### config.mk
export PLATFORM = sky130hd
export DESIGN_NAME = otg_role_swap_power_control
export DESIGN_NICKNAME = d
export VERILOG_FILES = /design/src/shared/otg_pkg.sv /design/src/rtl/line_idle_timer.sv /design/src/rtl/otg_role_swap_power_control.sv
export SDC_FILE = /design/constraint.sdc
export NUM_CORES = 1
export LEC_CHECK = 0
export ABC_AREA = 1
export BUFFER_PORTS_ARGS = -buffer_cell sky130_fd_sc_hd__clkbuf_2
export CORE_MARGIN = 5
export CORE_UTILIZATION = 45
export CTS_BUF_LIST = sky130_fd_sc_hd__clkbuf_2 sky130_fd_sc_hd__clkbuf_4 sky130_fd_sc_hd__clkbuf_8
export CTS_CLUSTER_SIZE = 12
export DETAILED_ROUTE_END_ITERATION = 8
export PLACE_DENSITY = 0.65
export SYNTH_ARGS = -nofsm -noshare
export SYNTH_HDL_FRONTEND = slang
export SYNTH_SLANG_ARGS = --single-unit
### constraint.sdc
create_clock -name pclk -period 2 [get_ports pclk]
set_input_delay 0 -clock pclk [delete_from_list [all_inputs] [get_ports pclk]]
set_output_delay 0 -clock pclk [all_outputs]
set_load 0.01 [all_outputs]
### src/shared/otg_pkg.sv
// Package of register map, field positions and timing for the OTG role block
package otg_pkg;

  // Register byte addresses on the APB
  localparam logic [7:0] status_addr  = 8'h00;
  localparam logic [7:0] control_addr = 8'h04;
  localparam logic [7:0] power_addr   = 8'h08;
  localparam logic [7:0] page_addr    = 8'h0c;
  localparam logic [7:0] role_addr    = 8'h10;
  localparam logic [7:0] role_st_addr = 8'h14;

  // Status register fields
  localparam int stat_plug_bit    = 7;
  localparam int stat_stable_bit  = 5;
  localparam int stat_sessvld_bit = 3;
  localparam int stat_sessend_bit = 2;
  localparam int stat_busvld_bit  = 0;

  // Control register fields
  localparam int con_dp_up_bit   = 7;
  localparam int con_dm_up_bit   = 6;
  localparam int con_dp_down_bit = 5;
  localparam int con_dm_down_bit = 4;
  localparam int con_bus_on_bit  = 3;
  localparam int con_otg_en_bit  = 2;
  localparam int con_chg_sel_bit = 1;
  localparam int con_dischg_bit  = 0;

  // Power register fields
  localparam int pwr_pending_bit = 7;
  localparam int pwr_guard_bit   = 4;
  localparam int pwr_suspend_bit = 1;
  localparam int pwr_enable_bit  = 0;
  localparam logic [7:0] pwr_write_mask = 8'h13;

  // Role register fields
  localparam int role_host_en_bit  = 0;
  localparam int role_func_en_bit  = 1;
  localparam int role_a_dev_bit    = 2;
  localparam int role_swap_ok_bit  = 3;
  localparam int role_low_spd_bit  = 4;
  localparam int role_resume_bit   = 5;
  localparam int role_bus_rst_bit  = 6;

  // Reset values
  localparam logic [7:0] control_rst = 8'h00;
  localparam logic [7:0] power_rst   = 8'h00;
  localparam logic [7:0] page_rst    = 8'h00;
  localparam logic [7:0] role_rst    = 8'h00;

  // Timing
  localparam longint clk_hz         = 20000000;
  localparam longint stable_time_us = 1000;
  localparam longint idle_time_us   = 3000;
  localparam int stable_cycles =
    int'((stable_time_us * clk_hz + 999999) / 1000000);
  localparam int idle_cycles =
    int'((idle_time_us * clk_hz + 999999) / 1000000);

  // Role negotiation states
  typedef enum logic [2:0] {
    st_idle,
    st_b_disc,
    st_b_host_rst,
    st_b_host,
    st_a_wait_idle,
    st_a_periph,
    st_a_host_rst
  } role_state_e;

endpackage : otg_pkg

### src/rtl/line_idle_timer.sv
// Counter that measures how long a sampled line state stays unchanged
`timescale 1ns/1ps
module line_idle_timer #(
  parameter int limit = 20000
) (
  input  wire logic pclk,
  input  wire logic presetn,
  input  wire logic changed,
  output logic      reached
);

  typedef struct packed {
    logic [31:0] count;
    logic        reached;
  } timer_s;

  timer_s state_reg;
  timer_s state_next;

  // Restart on change, saturate at the limit
  always_comb begin
    state_next = state_reg;
    if (changed) begin
      state_next.count   = 32'h0;
      state_next.reached = 1'b0;
    end else if (state_reg.count < 32'(limit - 1)) begin
      state_next.count = state_reg.count + 32'h1;
    end else begin
      state_next.reached = 1'b1;
    end
  end

  // State register
  always_ff @(posedge pclk or negedge presetn) begin
    if (!presetn) begin
      state_reg <= '0;
    end else begin
      state_reg <= state_next;
    end
  end

  assign reached = state_reg.reached;

endmodule : line_idle_timer

### src/rtl/otg_role_swap_power_control.sv
// Dual-role port control: role swap, status sensing, pulls, power, suspend
`timescale 1ns/1ps
// Behaviour
// - Role swap starts only at full speed
// - B-device drops both pull-ups during suspend
// - A-device grants host by D+ pull-up
// - A-device resume instead keeps host role
// - B-device on attach becomes host, resets bus
// - B-host ends: halt traffic, enable D+ pull-up
// - A-device after 3 ms idle drops pull-up
// - A-device on attach resumes host, resets
// - Only low byte implemented, upper reads zero
// - Plug bit: 1 none/B, 0 A plug
// - Line stable bit: no change for 1 ms
// - Session, session-end, bus-valid comparator bits
// - Control bits 7..4 enable pull resistors
// - Dual-role enable selects direct or hardware pulls
// - Bus power, charge level, discharge controls
// - Activity pending meaningful only with sleep guard
// - Suspend gates clock; hardware may clear it
// - Page register forces its lowest bit zero
module otg_role_swap_power_control (
  input  wire logic        pclk,
  input  wire logic        presetn,
  input  wire logic        psel,
  input  wire logic        penable,
  input  wire logic        pwrite,
  input  wire logic [7:0]  paddr,
  input  wire logic [31:0] pwdata,
  output logic      [31:0] prdata,
  output logic             pready,
  output logic             pslverr,
  input  wire logic        plug_type_sense,
  input  wire logic        line_se0,
  input  wire logic        line_j,
  input  wire logic        session_valid_cmp,
  input  wire logic        b_session_end_cmp,
  input  wire logic        a_bus_power_valid_cmp,
  input  wire logic        bus_reset_irq_flag,
  input  wire logic        attach_irq_flag,
  input  wire logic        bus_activity,
  input  wire logic        resume_seen,
  output logic             dplus_pullup_en,
  output logic             dminus_pullup_en,
  output logic             dplus_pulldown_en,
  output logic             dminus_pulldown_en,
  output logic             bus_power_on,
  output logic             bus_charge_level_sel,
  output logic             bus_power_discharge_en,
  output logic             usb_clock_gate,
  output logic             xcvr_low_power,
  output logic             bus_reset_drive,
  output logic             traffic_halt,
  output logic             host_active,
  output logic [7:0]       descriptor_table_page
);

  localparam int sync_w = 8;

  typedef struct packed {
    logic [31:0]             prdata;
    logic                    pready;
    logic                    pslverr;
    logic [sync_w-1:0]       s1;
    logic [sync_w-1:0]       s2;
    logic [sync_w-1:0]       s3;
    logic [sync_w-1:0]       in_q;
    logic [7:0]              control;
    logic [7:0]              power;
    logic [7:0]              page;
    logic [7:0]              role;
    otg_pkg::role_state_e    fsm;
    logic                    pu_dp;
    logic                    pu_dm;
    logic                    pd_dp;
    logic                    pd_dm;
    logic                    vbus_on;
    logic                    chg_sel;
    logic                    dischg;
    logic                    clk_gate;
    logic                    low_pwr;
    logic                    rst_drv;
    logic                    halt;
    logic                    host;
  } ctl_s;

  ctl_s  st_reg;
  ctl_s  st_next;
  logic  stable_hit;
  logic  idle_hit;
  logic  line_changed;
  logic  bus_changed;

  // Decode a register address into a one-hot select
  function automatic logic [5:0] decode(input logic [7:0] a);
    if (a == otg_pkg::status_addr) begin
      decode = 6'h01;
    end else if (a == otg_pkg::control_addr) begin
      decode = 6'h02;
    end else if (a == otg_pkg::power_addr) begin
      decode = 6'h04;
    end else if (a == otg_pkg::page_addr) begin
      decode = 6'h08;
    end else if (a == otg_pkg::role_addr) begin
      decode = 6'h10;
    end else if (a == otg_pkg::role_st_addr) begin
      decode = 6'h20;
    end else begin
      decode = 6'h00;
    end
  endfunction : decode

  // Synchronised pins: plug, se0, j, sessvld, sessend, busvld, activity, resume
  logic [sync_w-1:0] pins;
  assign pins = {resume_seen, bus_activity, a_bus_power_valid_cmp,
                 b_session_end_cmp, session_valid_cmp, line_j, line_se0,
                 plug_type_sense};

  // Debounced pin value: changes once stages two and three agree
  logic [sync_w-1:0] pin_v;
  genvar gi;
  generate
    for (gi = 0; gi < sync_w; gi++) begin : g_pin
      assign pin_v[gi] = (st_reg.s2[gi] == st_reg.s3[gi]) ?
                         st_reg.s3[gi] : st_reg.in_q[gi];
    end
  endgenerate

  // Line state formed from se0 and J
  assign line_changed = (pin_v[2:1] != st_reg.in_q[2:1]);
  assign bus_changed  = line_changed | pin_v[6];

  line_idle_timer #(.limit(otg_pkg::stable_cycles)) u_stable (
    .pclk    (pclk),
    .presetn (presetn),
    .changed (line_changed),
    .reached (stable_hit)
  );

  line_idle_timer #(.limit(otg_pkg::idle_cycles)) u_idle (
    .pclk    (pclk),
    .presetn (presetn),
    .changed (bus_changed),
    .reached (idle_hit)
  );

  ////////////////////////////////////////////////////////////////////////////
  // Next-state logic
  logic [5:0]  sel;
  logic        wr;
  logic [7:0]  stat;
  logic [7:0]  rd;
  logic        host_en;
  logic        func_en;
  logic        full_spd;
  logic        irq_rst_q;
  logic        irq_att_q;

  assign sel = decode(paddr);
  assign wr  = psel & penable & pwrite & ~st_reg.pready;

  always_comb begin
    st_next        = st_reg;
    st_next.s1     = pins;
    st_next.s2     = st_reg.s1;
    st_next.s3     = st_reg.s2;
    st_next.in_q   = pin_v;
    st_next.pready = 1'b0;
    host_en  = st_reg.role[otg_pkg::role_host_en_bit];
    func_en  = st_reg.role[otg_pkg::role_func_en_bit];
    full_spd = ~st_reg.role[otg_pkg::role_low_spd_bit];
    irq_rst_q = bus_reset_irq_flag;
    irq_att_q = attach_irq_flag;

    // Status byte from synchronised sense lines
    stat = 8'h00;
    stat[otg_pkg::stat_plug_bit]    = pin_v[0];
    stat[otg_pkg::stat_stable_bit]  = stable_hit;
    stat[otg_pkg::stat_sessvld_bit] = pin_v[3];
    stat[otg_pkg::stat_sessend_bit] = pin_v[4];
    stat[otg_pkg::stat_busvld_bit]  = pin_v[5];

    // Activity pending set by hardware only under sleep guard
    if (st_reg.power[otg_pkg::pwr_guard_bit] && pin_v[6]) begin
      st_next.power[otg_pkg::pwr_pending_bit] = 1'b1;
    end else if (!st_reg.power[otg_pkg::pwr_guard_bit]) begin
      st_next.power[otg_pkg::pwr_pending_bit] = 1'b0;
    end

    // Resume or bus activity wakes the module out of suspend
    if (pin_v[7] || pin_v[6]) begin
      st_next.power[otg_pkg::pwr_suspend_bit] = 1'b0;
    end

    // Read mux, only low byte carries data
    rd = 8'h00;
    if (sel[0]) begin
      rd = stat;
    end else if (sel[1]) begin
      rd = st_reg.control;
    end else if (sel[2]) begin
      rd = st_reg.power;
    end else if (sel[3]) begin
      rd = st_reg.page;
    end else if (sel[4]) begin
      rd = st_reg.role;
    end else if (sel[5]) begin
      rd = {5'h00, 3'(st_reg.fsm)};
    end

    // APB access phase, one wait state
    if (psel && penable && !st_reg.pready) begin
      st_next.pready  = 1'b1;
      st_next.pslverr = (sel == 6'h00);
      st_next.prdata  = {24'h000000, rd};
      if (wr && sel[1]) begin
        st_next.control = pwdata[7:0];
      end else if (wr && sel[2]) begin
        st_next.power = (st_reg.power & ~otg_pkg::pwr_write_mask) |
                        (pwdata[7:0] & otg_pkg::pwr_write_mask);
        if (pwdata[otg_pkg::pwr_pending_bit]) begin
          st_next.power[otg_pkg::pwr_pending_bit] = 1'b1;
        end
        if (st_reg.power[otg_pkg::pwr_guard_bit] && pin_v[6]) begin
          st_next.power[otg_pkg::pwr_pending_bit] = 1'b1;
        end
      end else if (wr && sel[3]) begin
        st_next.page = {pwdata[7:1], 1'b0};
      end else if (wr && sel[4]) begin
        st_next.role = pwdata[7:0];
      end
    end

    // Role negotiation sequencer
    case (st_reg.fsm)
      otg_pkg::st_idle: begin
        st_next.rst_drv = 1'b0;
        st_next.halt    = 1'b0;
        if (full_spd && st_reg.role[otg_pkg::role_swap_ok_bit]) begin
          if (!st_reg.role[otg_pkg::role_a_dev_bit] && idle_hit) begin
            st_next.fsm = otg_pkg::st_b_disc;
          end else if (st_reg.role[otg_pkg::role_a_dev_bit] &&
                       irq_rst_q) begin
            st_next.fsm = otg_pkg::st_a_periph;
          end
        end
      end
      otg_pkg::st_b_disc: begin
        if (irq_att_q) begin
          st_next.fsm     = otg_pkg::st_b_host_rst;
          st_next.rst_drv = 1'b1;
        end else if (pin_v[7]) begin
          st_next.fsm = otg_pkg::st_idle;
        end
      end
      otg_pkg::st_b_host_rst: begin
        st_next.rst_drv = st_reg.role[otg_pkg::role_bus_rst_bit];
        if (!st_reg.role[otg_pkg::role_bus_rst_bit]) begin
          st_next.fsm = otg_pkg::st_b_host;
        end
      end
      otg_pkg::st_b_host: begin
        if (!st_reg.role[otg_pkg::role_swap_ok_bit]) begin
          st_next.halt = 1'b1;
          st_next.fsm  = otg_pkg::st_idle;
        end
      end
      otg_pkg::st_a_periph: begin
        if (st_reg.role[otg_pkg::role_resume_bit]) begin
          st_next.fsm = otg_pkg::st_idle;
        end else if (idle_hit) begin
          st_next.fsm = otg_pkg::st_a_wait_idle;
        end
      end
      otg_pkg::st_a_wait_idle: begin
        if (irq_att_q) begin
          st_next.fsm     = otg_pkg::st_a_host_rst;
          st_next.rst_drv = 1'b1;
        end
      end
      otg_pkg::st_a_host_rst: begin
        st_next.rst_drv = st_reg.role[otg_pkg::role_bus_rst_bit];
        if (!st_reg.role[otg_pkg::role_bus_rst_bit]) begin
          st_next.fsm = otg_pkg::st_idle;
        end
      end
      default: begin
        st_next.fsm = otg_pkg::st_idle;
      end
    endcase

    // Pull resistors: direct from control or derived from role bits
    if (st_reg.control[otg_pkg::con_otg_en_bit]) begin
      st_next.pu_dp = st_reg.control[otg_pkg::con_dp_up_bit];
      st_next.pu_dm = st_reg.control[otg_pkg::con_dm_up_bit];
      st_next.pd_dp = st_reg.control[otg_pkg::con_dp_down_bit];
      st_next.pd_dm = st_reg.control[otg_pkg::con_dm_down_bit];
    end else begin
      st_next.pu_dp = func_en & ~host_en;
      st_next.pu_dm = 1'b0;
      st_next.pd_dp = host_en;
      st_next.pd_dm = host_en;
    end

    // Sequencer overrides of the pull-ups
    if (st_reg.fsm == otg_pkg::st_b_disc ||
        st_reg.fsm == otg_pkg::st_b_host_rst ||
        st_reg.fsm == otg_pkg::st_b_host) begin
      st_next.pu_dp = 1'b0;
      st_next.pu_dm = 1'b0;
    end else if (st_reg.fsm == otg_pkg::st_a_periph) begin
      st_next.pu_dp = 1'b1;
    end else if (st_reg.fsm == otg_pkg::st_a_wait_idle ||
                 st_reg.fsm == otg_pkg::st_a_host_rst) begin
      st_next.pu_dp = 1'b0;
    end
    if (st_reg.halt) begin
      st_next.pu_dp = 1'b1;
    end

    // Bus power controls
    st_next.vbus_on = st_reg.control[otg_pkg::con_bus_on_bit];
    st_next.chg_sel = st_reg.control[otg_pkg::con_chg_sel_bit];
    st_next.dischg  = st_reg.control[otg_pkg::con_dischg_bit];

    // Module power and suspend
    st_next.clk_gate = st_reg.power[otg_pkg::pwr_suspend_bit] |
                       ~st_reg.power[otg_pkg::pwr_enable_bit];
    st_next.low_pwr  = st_reg.power[otg_pkg::pwr_suspend_bit];
    st_next.host = (st_reg.fsm == otg_pkg::st_b_host) |
                   (st_reg.fsm == otg_pkg::st_b_host_rst) |
                   (host_en && st_reg.fsm == otg_pkg::st_idle);
  end

  ////////////////////////////////////////////////////////////////////////////
  // State register
  always_ff @(posedge pclk or negedge presetn) begin
    if (!presetn) begin
      st_reg         <= '0;
      st_reg.control <= otg_pkg::control_rst;
      st_reg.power   <= otg_pkg::power_rst;
      st_reg.page    <= otg_pkg::page_rst;
      st_reg.role    <= otg_pkg::role_rst;
      st_reg.fsm     <= otg_pkg::st_idle;
    end else begin
      st_reg <= st_next;
    end
  end

  ////////////////////////////////////////////////////////////////////////////
  // Outputs, all from flip-flops
  assign prdata                 = st_reg.prdata;
  assign pready                 = st_reg.pready;
  assign pslverr                = st_reg.pslverr;
  assign dplus_pullup_en        = st_reg.pu_dp;
  assign dminus_pullup_en       = st_reg.pu_dm;
  assign dplus_pulldown_en      = st_reg.pd_dp;
  assign dminus_pulldown_en     = st_reg.pd_dm;
  assign bus_power_on           = st_reg.vbus_on;
  assign bus_charge_level_sel   = st_reg.chg_sel;
  assign bus_power_discharge_en = st_reg.dischg;
  assign usb_clock_gate         = st_reg.clk_gate;
  assign xcvr_low_power         = st_reg.low_pwr;
  assign bus_reset_drive        = st_reg.rst_drv;
  assign traffic_halt           = st_reg.halt;
  assign host_active            = st_reg.host;
  assign descriptor_table_page  = st_reg.page;

endmodule : otg_role_swap_power_control

==> impl_metrics.json, run 1 <==
{
  "drtAntennaViolNets": 0,
  "crit_arrival_ns": 2.28,
  "slew_violations": 0,
  "seq_area_frac_synth": 0.508,
  "startpoint_type": "input port",
  "path_max_fanout": 10,
  "cts_root_buf": "clkbuf_8",
  "fin_cells": 1175,
  "yosysUniqueCellTypes": 43,
  "grt_max_degree": 56,
  "power.total_mw": 6.50,
  "pwr-share-clk": 0.368,
  "synth_edf_count": 0,
  "yosys-top-cells-count": "208 x nand2_1, 150 x dfrtp_1, 99 x nor2_1",
  "hpwl_mm": 10.9,
  "core_area_um2": 16000,
  "drcViolationCount": 0,
  "numCtsBuffers": 17,
  "clock_latency_ns": 0.46,
  "ios": 109,
  "setup_viol": 0,
  "fillers": 1538,
  "first_pass_iters": 5,
  "synth_async_sr_flop_share": 1.00,
  "dp.cells": 1124,
  "r2r_start": "st_next[57]$_DFF_PN0_",
  "syn2layout_area_growth_pct": 12.8,
  "layout-drive-gt1-share": 0.182,
  "largest_reg_flops": 33,
  "finalInstanceArea_um2": 8330,
  "nets": 1004,
  "gp_congestion": 0.855,
  "status": "finished clean",
  "comb_power_share": 0.126,
  "dieArea_um2": 19100,
  "hold_class": "in2reg",
  "diodes": 0,
  "worstReg2RegEnd": "u_stable.reached$_DFFE_PN0P_",
  "synth_top_area_frac": 0.508,
  "grt_overflow": 0,
  "grtUsageTotal": 0.171,
  "swShare": 0.279,
  "holdPathStages": 5,
  "skew_ns": 0.0149,
  "antenna_found_initial": 0,
  "routed_via_density": 4.70,
  "regArea_um2": 3750,
  "rsz0062_at_grt": "false",
  "worstSetupPathType": "in2reg",
  "cp-endpoint": "func_en$_DFFE_PN0P_",
  "initial_core_util": 0.462,
  "yosysWarnings": 0,
  "max_freq_mhz": 515,
  "required_ns": 2.34,
  "max_slew.worst_pin.slew_ns": 0.639,
  "power_density_nw_per_um2": 780,
  "power_switching_mw": 1.81,
  "synth_top_area_cell": "dfrtp_1",
  "syn_area_um2": 7390,
  "power_leakage_nw": 4.14,
  "placed_area_um2": 7710,
  "startpoint": "penable",
  "cts_tree": "built",
  "relSlewSlack": 0.569,
  "rr_worst_depth": 8,
  "final_util": 0.521,
  "dieHeight_um": 138,
  "post-synth-top-count-cell": "nand2_1",
  "synthFlopType": "dfrtp_1",
  "cts_sinks": 150,
  "drtIter0Drc": 370,
  "p_seq_frac": 0.506,
  "multi_input_area_um2": 2890,
  "holdWs_ns": 0.0220,
  "fin_crit_sh": 0.970,
  "clkTransAtPathRegs_ns": 0.08,
  "syn_inst": 873,
  "reg2reg_slack_ns": 0.13,
  "port_buffers": 59,
  "intPower_mw": 4.69,
  "vias": 5526,
  "synth_area_per_cell_um2": 8.46,
  "cp-end-kind": "flop",
  "peakVddDrop_mv": 0.504,
  "fin_crit_ns": 1.94,
  "wire_per_inst_um": 13.1,
  "htree_levels": 4,
  "std_cell_rows": 46,
  "cts.path.max_buffers": 2,
  "ys_top_cells_by_area": "dfrtp_1 51%, nand2_1 11%, nor2_1 5.0%",
  "grt_pass1_wl_mm": 26.9,
  "hold_viol_final": 0,
  "wirelength_mm": 15.4,
  "drv_cap": 0,
  "grt_pass1_vias": 5327,
  "synth_seq_cells": 150,
  "die_x_um": 138
}
## cell usage in the layout (no fill, tap or decap), types with 2 or more instances in the layout
cell type,netlist,layout
nand3_4,2,2
o21bai_1,6,6
nand2_1,208,207
a21oi_1,13,13
nor2_2,5,5
o21ai_1,11,11
o21ai_0,32,32
nand3_1,62,61
nand2_2,25,26
conb_1,1,25
buf_4,44,9
nand3b_1,2,2
clkinv_4,0,2
nand3_2,2,3
nand2_4,2,2
clkbuf_8,0,20
nor2_1,99,98
clkbuf_2,0,58
mux2_2,6,6
nand4_1,17,17
inv_1,98,98
buf_12,2,2
ha_1,2,2
inv_2,9,9
dlygate4sd3_1,0,20
bufinv_16,0,2
dfrtp_1,150,150
clkinvlp_4,0,3
nor2_4,15,16
o22ai_1,2,2
xor2_1,13,13
nor3_1,17,17
clkbuf_4,0,2
inv_6,0,2
maj3_1,3,3
## power groups by stage
| stage | combinational, mW | clock [mW] | sequential [mW] |
|---|---|---|---|
| floorplan | 0.579 | 0 | 3.29 |
| global placement | 0.774 | 0 | 3.35 |
| detailed placement | 0.784 | 0 | 3.34 |
| CTS | 0.821 | 2.46 | 3.28 |
| global route | 0.943 | 2.61 | 3.30 |
| finish | 0.819 | 2.39 | 3.29 |
## cell families (layout without fill, tap and decap cells)
family	count (synthesis)	in the layout	synth area share
AND/OR/NAND/NOR	459	459	0.290
buffers and inverters	167	229	0.115
adder cells (fa/ha/maj)	5	5	0.00745
other	1	25	0.000507
multiplexers	6	6	0.00914
XOR/XNOR	14	14	0.0166
AO/OA/AOI/OAI	71	71	0.0533
flip-flops	150	150	0.508
## area by class of cell
type | instances | area share
flip-flops and latches | 150 | 0.450
multi-input cells | 580 | 0.346
repair buffers | 90 | 0.0731
inverters | 108 | 0.0486
clock buffers | 22 | 0.0348
well taps | 216 | 0.0324
clock inverters | 9 | 0.0141
## worst max-delay path, cell delays in order
cell           delay [ns]
dlygate4sd3_1        0.52
clkbuf_2             0.09
nand2_1              0.03
dlygate4sd3_1        0.60
nor2_4               0.20
nand2_1              0.15
nor2_4               0.30
mux2_2               0.38
## worst min path at each step
stage	to	startpoint	slack, ns
4_1_cts	st_reg[18]$_DFFE_PN0P_	pwrite	0.00006
2_1_floorplan	bus_charge_level_sel$_DFF_PN0_	presetn	-0.30
5_1_grt	st_reg[18]$_DFFE_PN0P_	pwrite	0.04
3_3_place_gp	st_next[70]$_DFF_PN0_	presetn	-0.002
3_5_place_dp	st_next[70]$_DFF_PN0_	presetn	0.00009
6_report	st_reg[18]$_DFFE_PN0P_	pwrite	0.02
## layer usage
layer,global-route usage,up-vias,part of all wire
li1,-,2833,-
met1,0.240,2567,0.49
met2,0.263,109,0.45
met3,0.0448,17,0.043
met4,0.0510,0,0.013
met5,0,-,0
## stage by stage
stage	worst slack [ns]	TNS, ns
floorplan	0.467	0
global placement	-0.0972	-1.30
detailed placement	-0.204	-4.12
CTS	0.0583	0
global route	0.00276	0
finish	0.0594	0
## timing repair
action | in CTS | in global routing
endpoints found under the hold margin | 191 | 0
pin swaps | 0 | 0
hold buffers | 20 | 0
gates cloned | 0 | 0
endpoints found under the setup margin | 33 | 23
setup buffers | 0 | 0
resized for setup | 1 | 3
(Power assumes the default switching activity.)
==> inputs of run 2 (changes only) <==
- CORE_ASPECT_RATIO: not set -> 0.9
==> impl_metrics.json, run 2 (synthesis gave the netlist of run 1 again) <==
{
  "path_max_fanout": 10,
  "diodes": 0,
  "rsz0062_at_grt": "false",
  "core_area_um2": 16100,
  "swShare": 0.313,
  "cts_tree": "built",
  "htree_levels": 4,
  "port_buffers": 59,
  "hold_start": "paddr[4]",
  "cp_slowest_stage_delay_ns": 0.57,
  "grt_overflow": 0,
  "dieHeight_um": 132,
  "dp.cells": 1113,
  "cts_root_buf": "clkbuf_8",
  "fin_crit_ns": 1.88,
  "startpoint_type": "flop",
  "layout-drive-gt1-share": 0.178,
  "r2r_start": "pready$_DFF_PN0_",
  "worstReg2RegEnd": "host_en$_DFFE_PN0P_",
  "intPower_mw": 4.37,
  "wire_per_inst_um": 13.1,
  "final_cell_mix": "208 x nand2_1, 150 x dfrtp_1, 99 x nor2_1",
  "grt_pass1_wl_mm": 26.6,
  "crit_arrival_ns": 2.26,
  "cts.path.max_buffers": 2,
  "first_pass_iters": 6,
  "crit_buf_inv": 1,
  "nets": 1003,
  "required_ns": 2.38,
  "pwr-share-clk": 0.356,
  "grt_pass1_vias": 5362,
  "relSlewSlack": 0.570,
  "hold_path_end": "pslverr$_DFFE_PN0P_",
  "hold_class": "in2reg",
  "reg2reg_slack_ns": 0.12,
  "clkTransAtPathRegs_ns": 0.10,
  "routed_via_density": 4.75,
  "hold_viol_final": 0,
  "fin_crit_sh": 0.942,
  "setup_tns_ns": 0,
  "power_switching_mw": 1.99,
  "skew_ns": 0.0111,
  "power_leakage_nw": 4.13,
  "slew_violations": 0,
  "ios": 109,
  "holdPathStages": 4,
  "power_density_nw_per_um2": 768,
  "syn2layout_area_growth_pct": 12.1,
  "cp-end-kind": "flop",
  "power.total_mw": 6.37,
  "layout_commonest_cell": "nand2_1",
  "fin_cells": 1166,
  "drv_cap": 0,
  "post-place-ws_ns": 0.271,
  "grt_max_degree": 51,
  "wirelength_mm": 15.3,
  "worstSetupPathType": "reg2reg",
  "slowest_stage": "dlygate4sd3_1",
  "die_x_um": 145,
  "dieArea_um2": 19100,
  "antenna_found_initial": 0,
  "max_slew.worst_pin.slew_ns": 0.638,
  "peakVddDrop_mv": 0.616,
  "drcViolationCount": 0,
  "std_cell_rows": 44,
  "drtIter0Drc": 358,
  "status": "finished clean",
  "gp_congestion": 0.882,
  "cp_top_family": "simple AND/OR/NAND/NOR gates",
  "grtUsageTotal": 0.168,
  "comb_power_share": 0.128,
  "rr_worst_depth": 6,
  "p_seq_frac": 0.516,
  "postCtsSetupBuffers": 0,
  "drtAntennaViolNets": 0,
  "max_freq_mhz": 531,
  "clock_latency_ns": 0.46,
  "numCtsBuffers": 17,
  "hpwl_mm": 10.9,
  "vias": 5540,
  "cts_sinks": 150,
  "initial_core_util": 0.458,
  "path_cells": "nor2_4 -> nand2_1 -> nor2_4 -> nand2_1 -> dlygate4sd3_1 -> o21ai_0",
  "setup_viol": 0,
  "largest_reg_flops": 33,
  "timing.final.ws_setup_ns": 0.116
}
==> run 2: layout make-up <==
type                    count  area [um2]
well taps                 207         259
flip-flops and latches    150        3750
clock inverters            15         156
multi-input cells         580        2870
fillers                  1527        7850
inverters                 108         405
repair buffers             89         604
clock buffers              17         234
==> run 2: timing repair <==
action / in CTS / in global routing
endpoints found under the hold margin: 191 / 0
hold buffers: 21 / 0
gates resized for setup: 0 / 0
==> run 2: worst max-delay path by stage <==
| stage | from | end | slack [ns] | depth (start not counted) |
|---|---|---|---|---|
| final | pready$_DFF_PN0_ | host_en$_DFFE_PN0P_ | 0.12 | 6 |
| after global routing | pready$_DFF_PN0_ | host_en$_DFFE_PN0P_ | 0.01 | 6 |
| after CTS | pready$_DFF_PN0_ | host_en$_DFFE_PN0P_ | 0.16 | 6 |
| after detailed placement | u_idle.state_reg[1]$_DFFE_PN0P_ | u_idle.state_reg[7]$_DFFE_PN0P_ | 0.27 | 10 |
| after global placement | u_idle.state_reg[1]$_DFFE_PN0P_ | u_idle.state_reg[4]$_DFFE_PN0P_ | 0.30 | 10 |
| after floorplan | u_idle.state_reg[1]$_DFFE_PN0P_ | u_idle.state_reg[19]$_DFFE_PN0P_ | 0.47 | 10 |
==> run 2: worst min-delay path, stage by stage <==
cell and delay, ns:
clkbuf_2 0.10, nand3_1 0.09, nor2_1 0.17, o31ai_1 0.09
==> run 2: per-stage QoR <==
step           cell area, um2  hold slack, ns   util
2_1_floorplan            7480          -0.296      -
3_3_place_gp             7680         -0.0203  0.476
3_5_place_dp             7680         -0.0194  0.476
4_1_cts                  8290         0.00146  0.514
5_1_grt                  8290          0.0246  0.514
6_report                 8290          0.0296  0.514
==> run 2: routing by layer <==
layer	share of wire	up-vias	GRT usage
li1	-	2823	-
met1	0.52	2591	0.251
met2	0.42	111	0.247
met3	0.047	15	0.0382
met4	0.011	0	0.0472
met5	0	-	0
==> run 2: power groups by stage <==
| stage | clock network [mW] | registers, mW | logic [mW] |
|---|---|---|---|
| 2_1_floorplan | 0 | 3.29 | 0.579 |
| 3_3_place_gp | 0 | 3.34 | 0.781 |
| 3_5_place_dp | 0 | 3.34 | 0.783 |
| 4_1_cts | 2.32 | 3.28 | 0.818 |
| 5_1_grt | 2.46 | 3.30 | 0.938 |
| 6_report | 2.27 | 3.28 | 0.816 |
==> inputs of run 3 (changes only) <==
--- a/config.mk
+++ b/config.mk
@@ -6,5 +6,4 @@
 export NUM_CORES = 1
 export LEC_CHECK = 0
-export ABC_AREA = 1
 export BUFFER_PORTS_ARGS = -buffer_cell sky130_fd_sc_hd__clkbuf_2
 export CORE_ASPECT_RATIO = 0.9
@@ -14,5 +13,5 @@
 export CTS_CLUSTER_SIZE = 12
 export DETAILED_ROUTE_END_ITERATION = 8
-export PLACE_DENSITY = 0.65
+export PLACE_DENSITY = 0.66
 export SYNTH_ARGS = -nofsm -noshare
 export SYNTH_HDL_FRONTEND = slang
==> constraint.sdc (replaced) <==
create_clock -name pclk -period 2 [get_ports pclk]
set_input_delay 0.4 -clock pclk [delete_from_list [all_inputs] [get_ports pclk]]
set_output_delay 0.4 -clock pclk [all_outputs]
set_load 0.01 [all_outputs]
==> impl_metrics.json, run 3 <==
{
  "status": "complete, but fails checks",
  "violations": "setup timing",
  "startpoint_type": "flop",
  "max_freq_mhz": 470,
  "grt_overflow": 0,
  "p_seq_frac": 0.528,
  "yosysWarnings": 0,
  "cts_root_buf": "clkbuf_8",
  "clock_latency_ns": 0.44,
  "intPower_mw": 4.59,
  "vias": 4764,
  "timing.final.ws_setup_ns": -0.126,
  "power_leakage_nw": 3.73,
  "skew_ns": 0.0100,
  "core_area_um2": 14500,
  "post-synth-top-count-cell": "dfrtp_1",
  "power_density_nw_per_um2": 752,
  "comb_power_share": 0.078,
  "synth_area_per_cell_um2": 11.0,
  "clkTransAtPathRegs_ns": 0.08,
  "drtAntennaViolNets": 0,
  "cp-end-kind": "flop",
  "synth_seq_cells": 150,
  "gp_congestion": 0.919,
  "port_buffers": 59,
  "layout_commonest_cell": "dfrtp_1",
  "synth_top_area_frac": 0.571,
  "required_ns": 2.33,
  "crit_arrival_ns": 2.46,
  "cts_sinks": 150,
  "drv_cap": 0,
  "grt_pass1_vias": 4620,
  "hpwl_mm": 9.70,
  "ios": 109,
  "power_switching_mw": 1.43,
  "fin_crit_sh": 1.06,
  "die_x_um": 137,
  "pwr-share-clk": 0.394,
  "relSlewSlack": 0.480,
  "slew_violations": 0,
  "routed_via_density": 5.24,
  "drcViolationCount": 0,
  "htree_levels": 4,
  "swShare": 0.237,
  "first_pass_iters": 5,
  "rsz0062_at_grt": "true",
  "wire_per_inst_um": 15.5,
  "worstSetupPathType": "reg2reg",
  "synthFlopType": "dfrtp_1",
  "numCtsBuffers": 17,
  "nets": 756,
  "layout-drive-gt1-share": 0.330,
  "grt_pass1_wl_mm": 22.9,
  "hold_viol_final": 0,
  "std_cell_rows": 42,
  "diodes": 0,
  "max_slew.worst_pin.slew_ns": 0.780,
  "seq_area_frac_synth": 0.571,
  "finalInstanceArea_um2": 8000,
  "yosys-top-cells-count": "150 x dfrtp_1, 45 x nand2_1, 40 x buf_4",
  "synth_edf_count": 0,
  "final_util": 0.552,
  "cts.path.max_buffers": 2,
  "wirelength_mm": 14.1,
  "grt_max_degree": 51,
  "yosysUniqueCellTypes": 61,
  "setup_viol": 15,
  "path_max_fanout": 7,
  "holdWs_ns": 0.0610,
  "largest_reg_flops": 33,
  "antenna_found_initial": 0,
  "cts_tree": "built",
  "syn2layout_area_growth_pct": 21.6,
  "dieArea_um2": 17100,
  "fin_crit_ns": 2.13,
  "drtIter0Drc": 458,
  "grtUsageTotal": 0.168,
  "syn_area_um2": 6580,
  "final_cell_mix": "150 x dfrtp_1, 58 x clkbuf_2, 50 x buf_4",
  "peakVddDrop_mv": 0.704,
  "dieHeight_um": 125,
  "placed_area_um2": 7230,
  "syn_inst": 599,
  "initial_core_util": 0.454,
  "synth_top_area_cell": "dfrtp_1",
  "ys_top_cells_by_area": "dfrtp_1 57%, mux2_2 5.0%, buf_4 4.6%",
  "synth_async_sr_flop_share": 1.00,
  "fillers": 1255,
  "hold_class": "in2reg",
  "setup_tns_ns": -0.715
}
run 3: changes by cell type after synthesis, sizes merged, moves of 20 or more:
cell and change:
nand3 -46, a21oi +20, mux2 +23, and2 +35
nor2 -81, nand2 -191, inv -96
run 3: worst max-delay path, stage by stage, from the launching register on:
cell      delay, ns
dfrtp_1        0.41
or4_4          0.56
o211ai_4       0.19
nand4_4        0.17
buf_12         0.19
buf_8          0.13
buf_6          0.12
o211ai_1       0.18
nand2_1        0.07
run 3: per-layer routing:
layer / vias to the layer above / global-route usage / share of wire
met4: 0 / 0.0563 / 0.010
met1: 2347 / 0.226 / 0.44
li1: 2251 / - / -
met2: 152 / 0.262 / 0.49
met5: - / 0 / 0
met3: 14 / 0.0448 / 0.061
run 3: timing repair:
action / in CTS / in global routing
pin swaps: 39 / 13
resized for setup: 20 / 45
buffers inserted: 7 / 6
endpoints found under the hold margin: 45 / 0
hold buffers: 1 / 0
endpoints found under the setup margin: 23 / 41
gates cloned: 0 / 0
run 3: worst paths after layout:
check	from	end	slack [ns]	cells after the start
worst max-delay path	u_stable.state_reg[9]$_DFFE_PN0P_	u_stable.state_reg[8]$_DFFE_PN0P_	-0.13	8
worst min-delay path	line_j	st_next[65]$_DFF_PN0_	0.06	1
worst max register to register	u_stable.state_reg[9]$_DFFE_PN0P_	u_stable.state_reg[8]$_DFFE_PN0P_	-0.13	8
worst min register to register	st_next[66]$_DFF_PN0_	st_next[58]$_DFF_PN0_	0.35	0
max in group asynchronous	presetn	u_stable.state_reg[16]$_DFFE_PN0P_	0.95	3
min in group asynchronous	presetn	st_reg[45]$_DFFE_PN0P_	0.48	2
run 3: layout make-up:
| type | count | area [um2] | area share |
|---|---|---|---|
| flip-flops and latches | 150 | 3750 | 0.469 |
| multi-input cells | 398 | 2700 | 0.337 |
| repair buffers | 121 | 850 | 0.106 |
| clock buffers | 24 | 318 | 0.0397 |
| well taps | 198 | 248 | 0.0310 |
| clock inverters | 8 | 95.1 | 0.0119 |
| inverters | 11 | 41.3 | 0.00516 |
run 3: power groups by stage:
| stage | combinational (mW) | clock (mW) | sequential, mW |
|---|---|---|---|
| finish | 0.471 | 2.37 | 3.17 |
| global route | 0.532 | 2.58 | 3.18 |
| CTS | 0.470 | 2.44 | 3.17 |
| detailed placement | 0.464 | 0 | 3.23 |
| global placement | 0.444 | 0 | 3.23 |
| floorplan | 0.271 | 0 | 3.23 |
run 3: metrics by stage:
step           power, mW  cells  worst slack, ns
2_1_floorplan       3.50    623          -0.0291
3_3_place_gp        3.67    864           -0.103
3_5_place_dp        3.70    864           -0.145
4_1_cts             6.08    904           -0.104
5_1_grt             6.30    910           -0.191
6_report            6.01    910           -0.126
run 3: cells by family after synthesis:
| kind of cell | Yosys count | share of synthesized area |
|---|---|---|
| multiplexers | 32 | 0.0542 |
| flip-flops | 150 | 0.571 |
| buffers and inverters | 75 | 0.0681 |
| other | 1 | 0.000570 |
| adder cells (fa/ha/maj) | 10 | 0.0160 |
| AND/OR/NAND/NOR | 221 | 0.187 |
| AO/OA/AOI/OAI | 106 | 0.0980 |
| XOR/XNOR | 4 | 0.00533 |
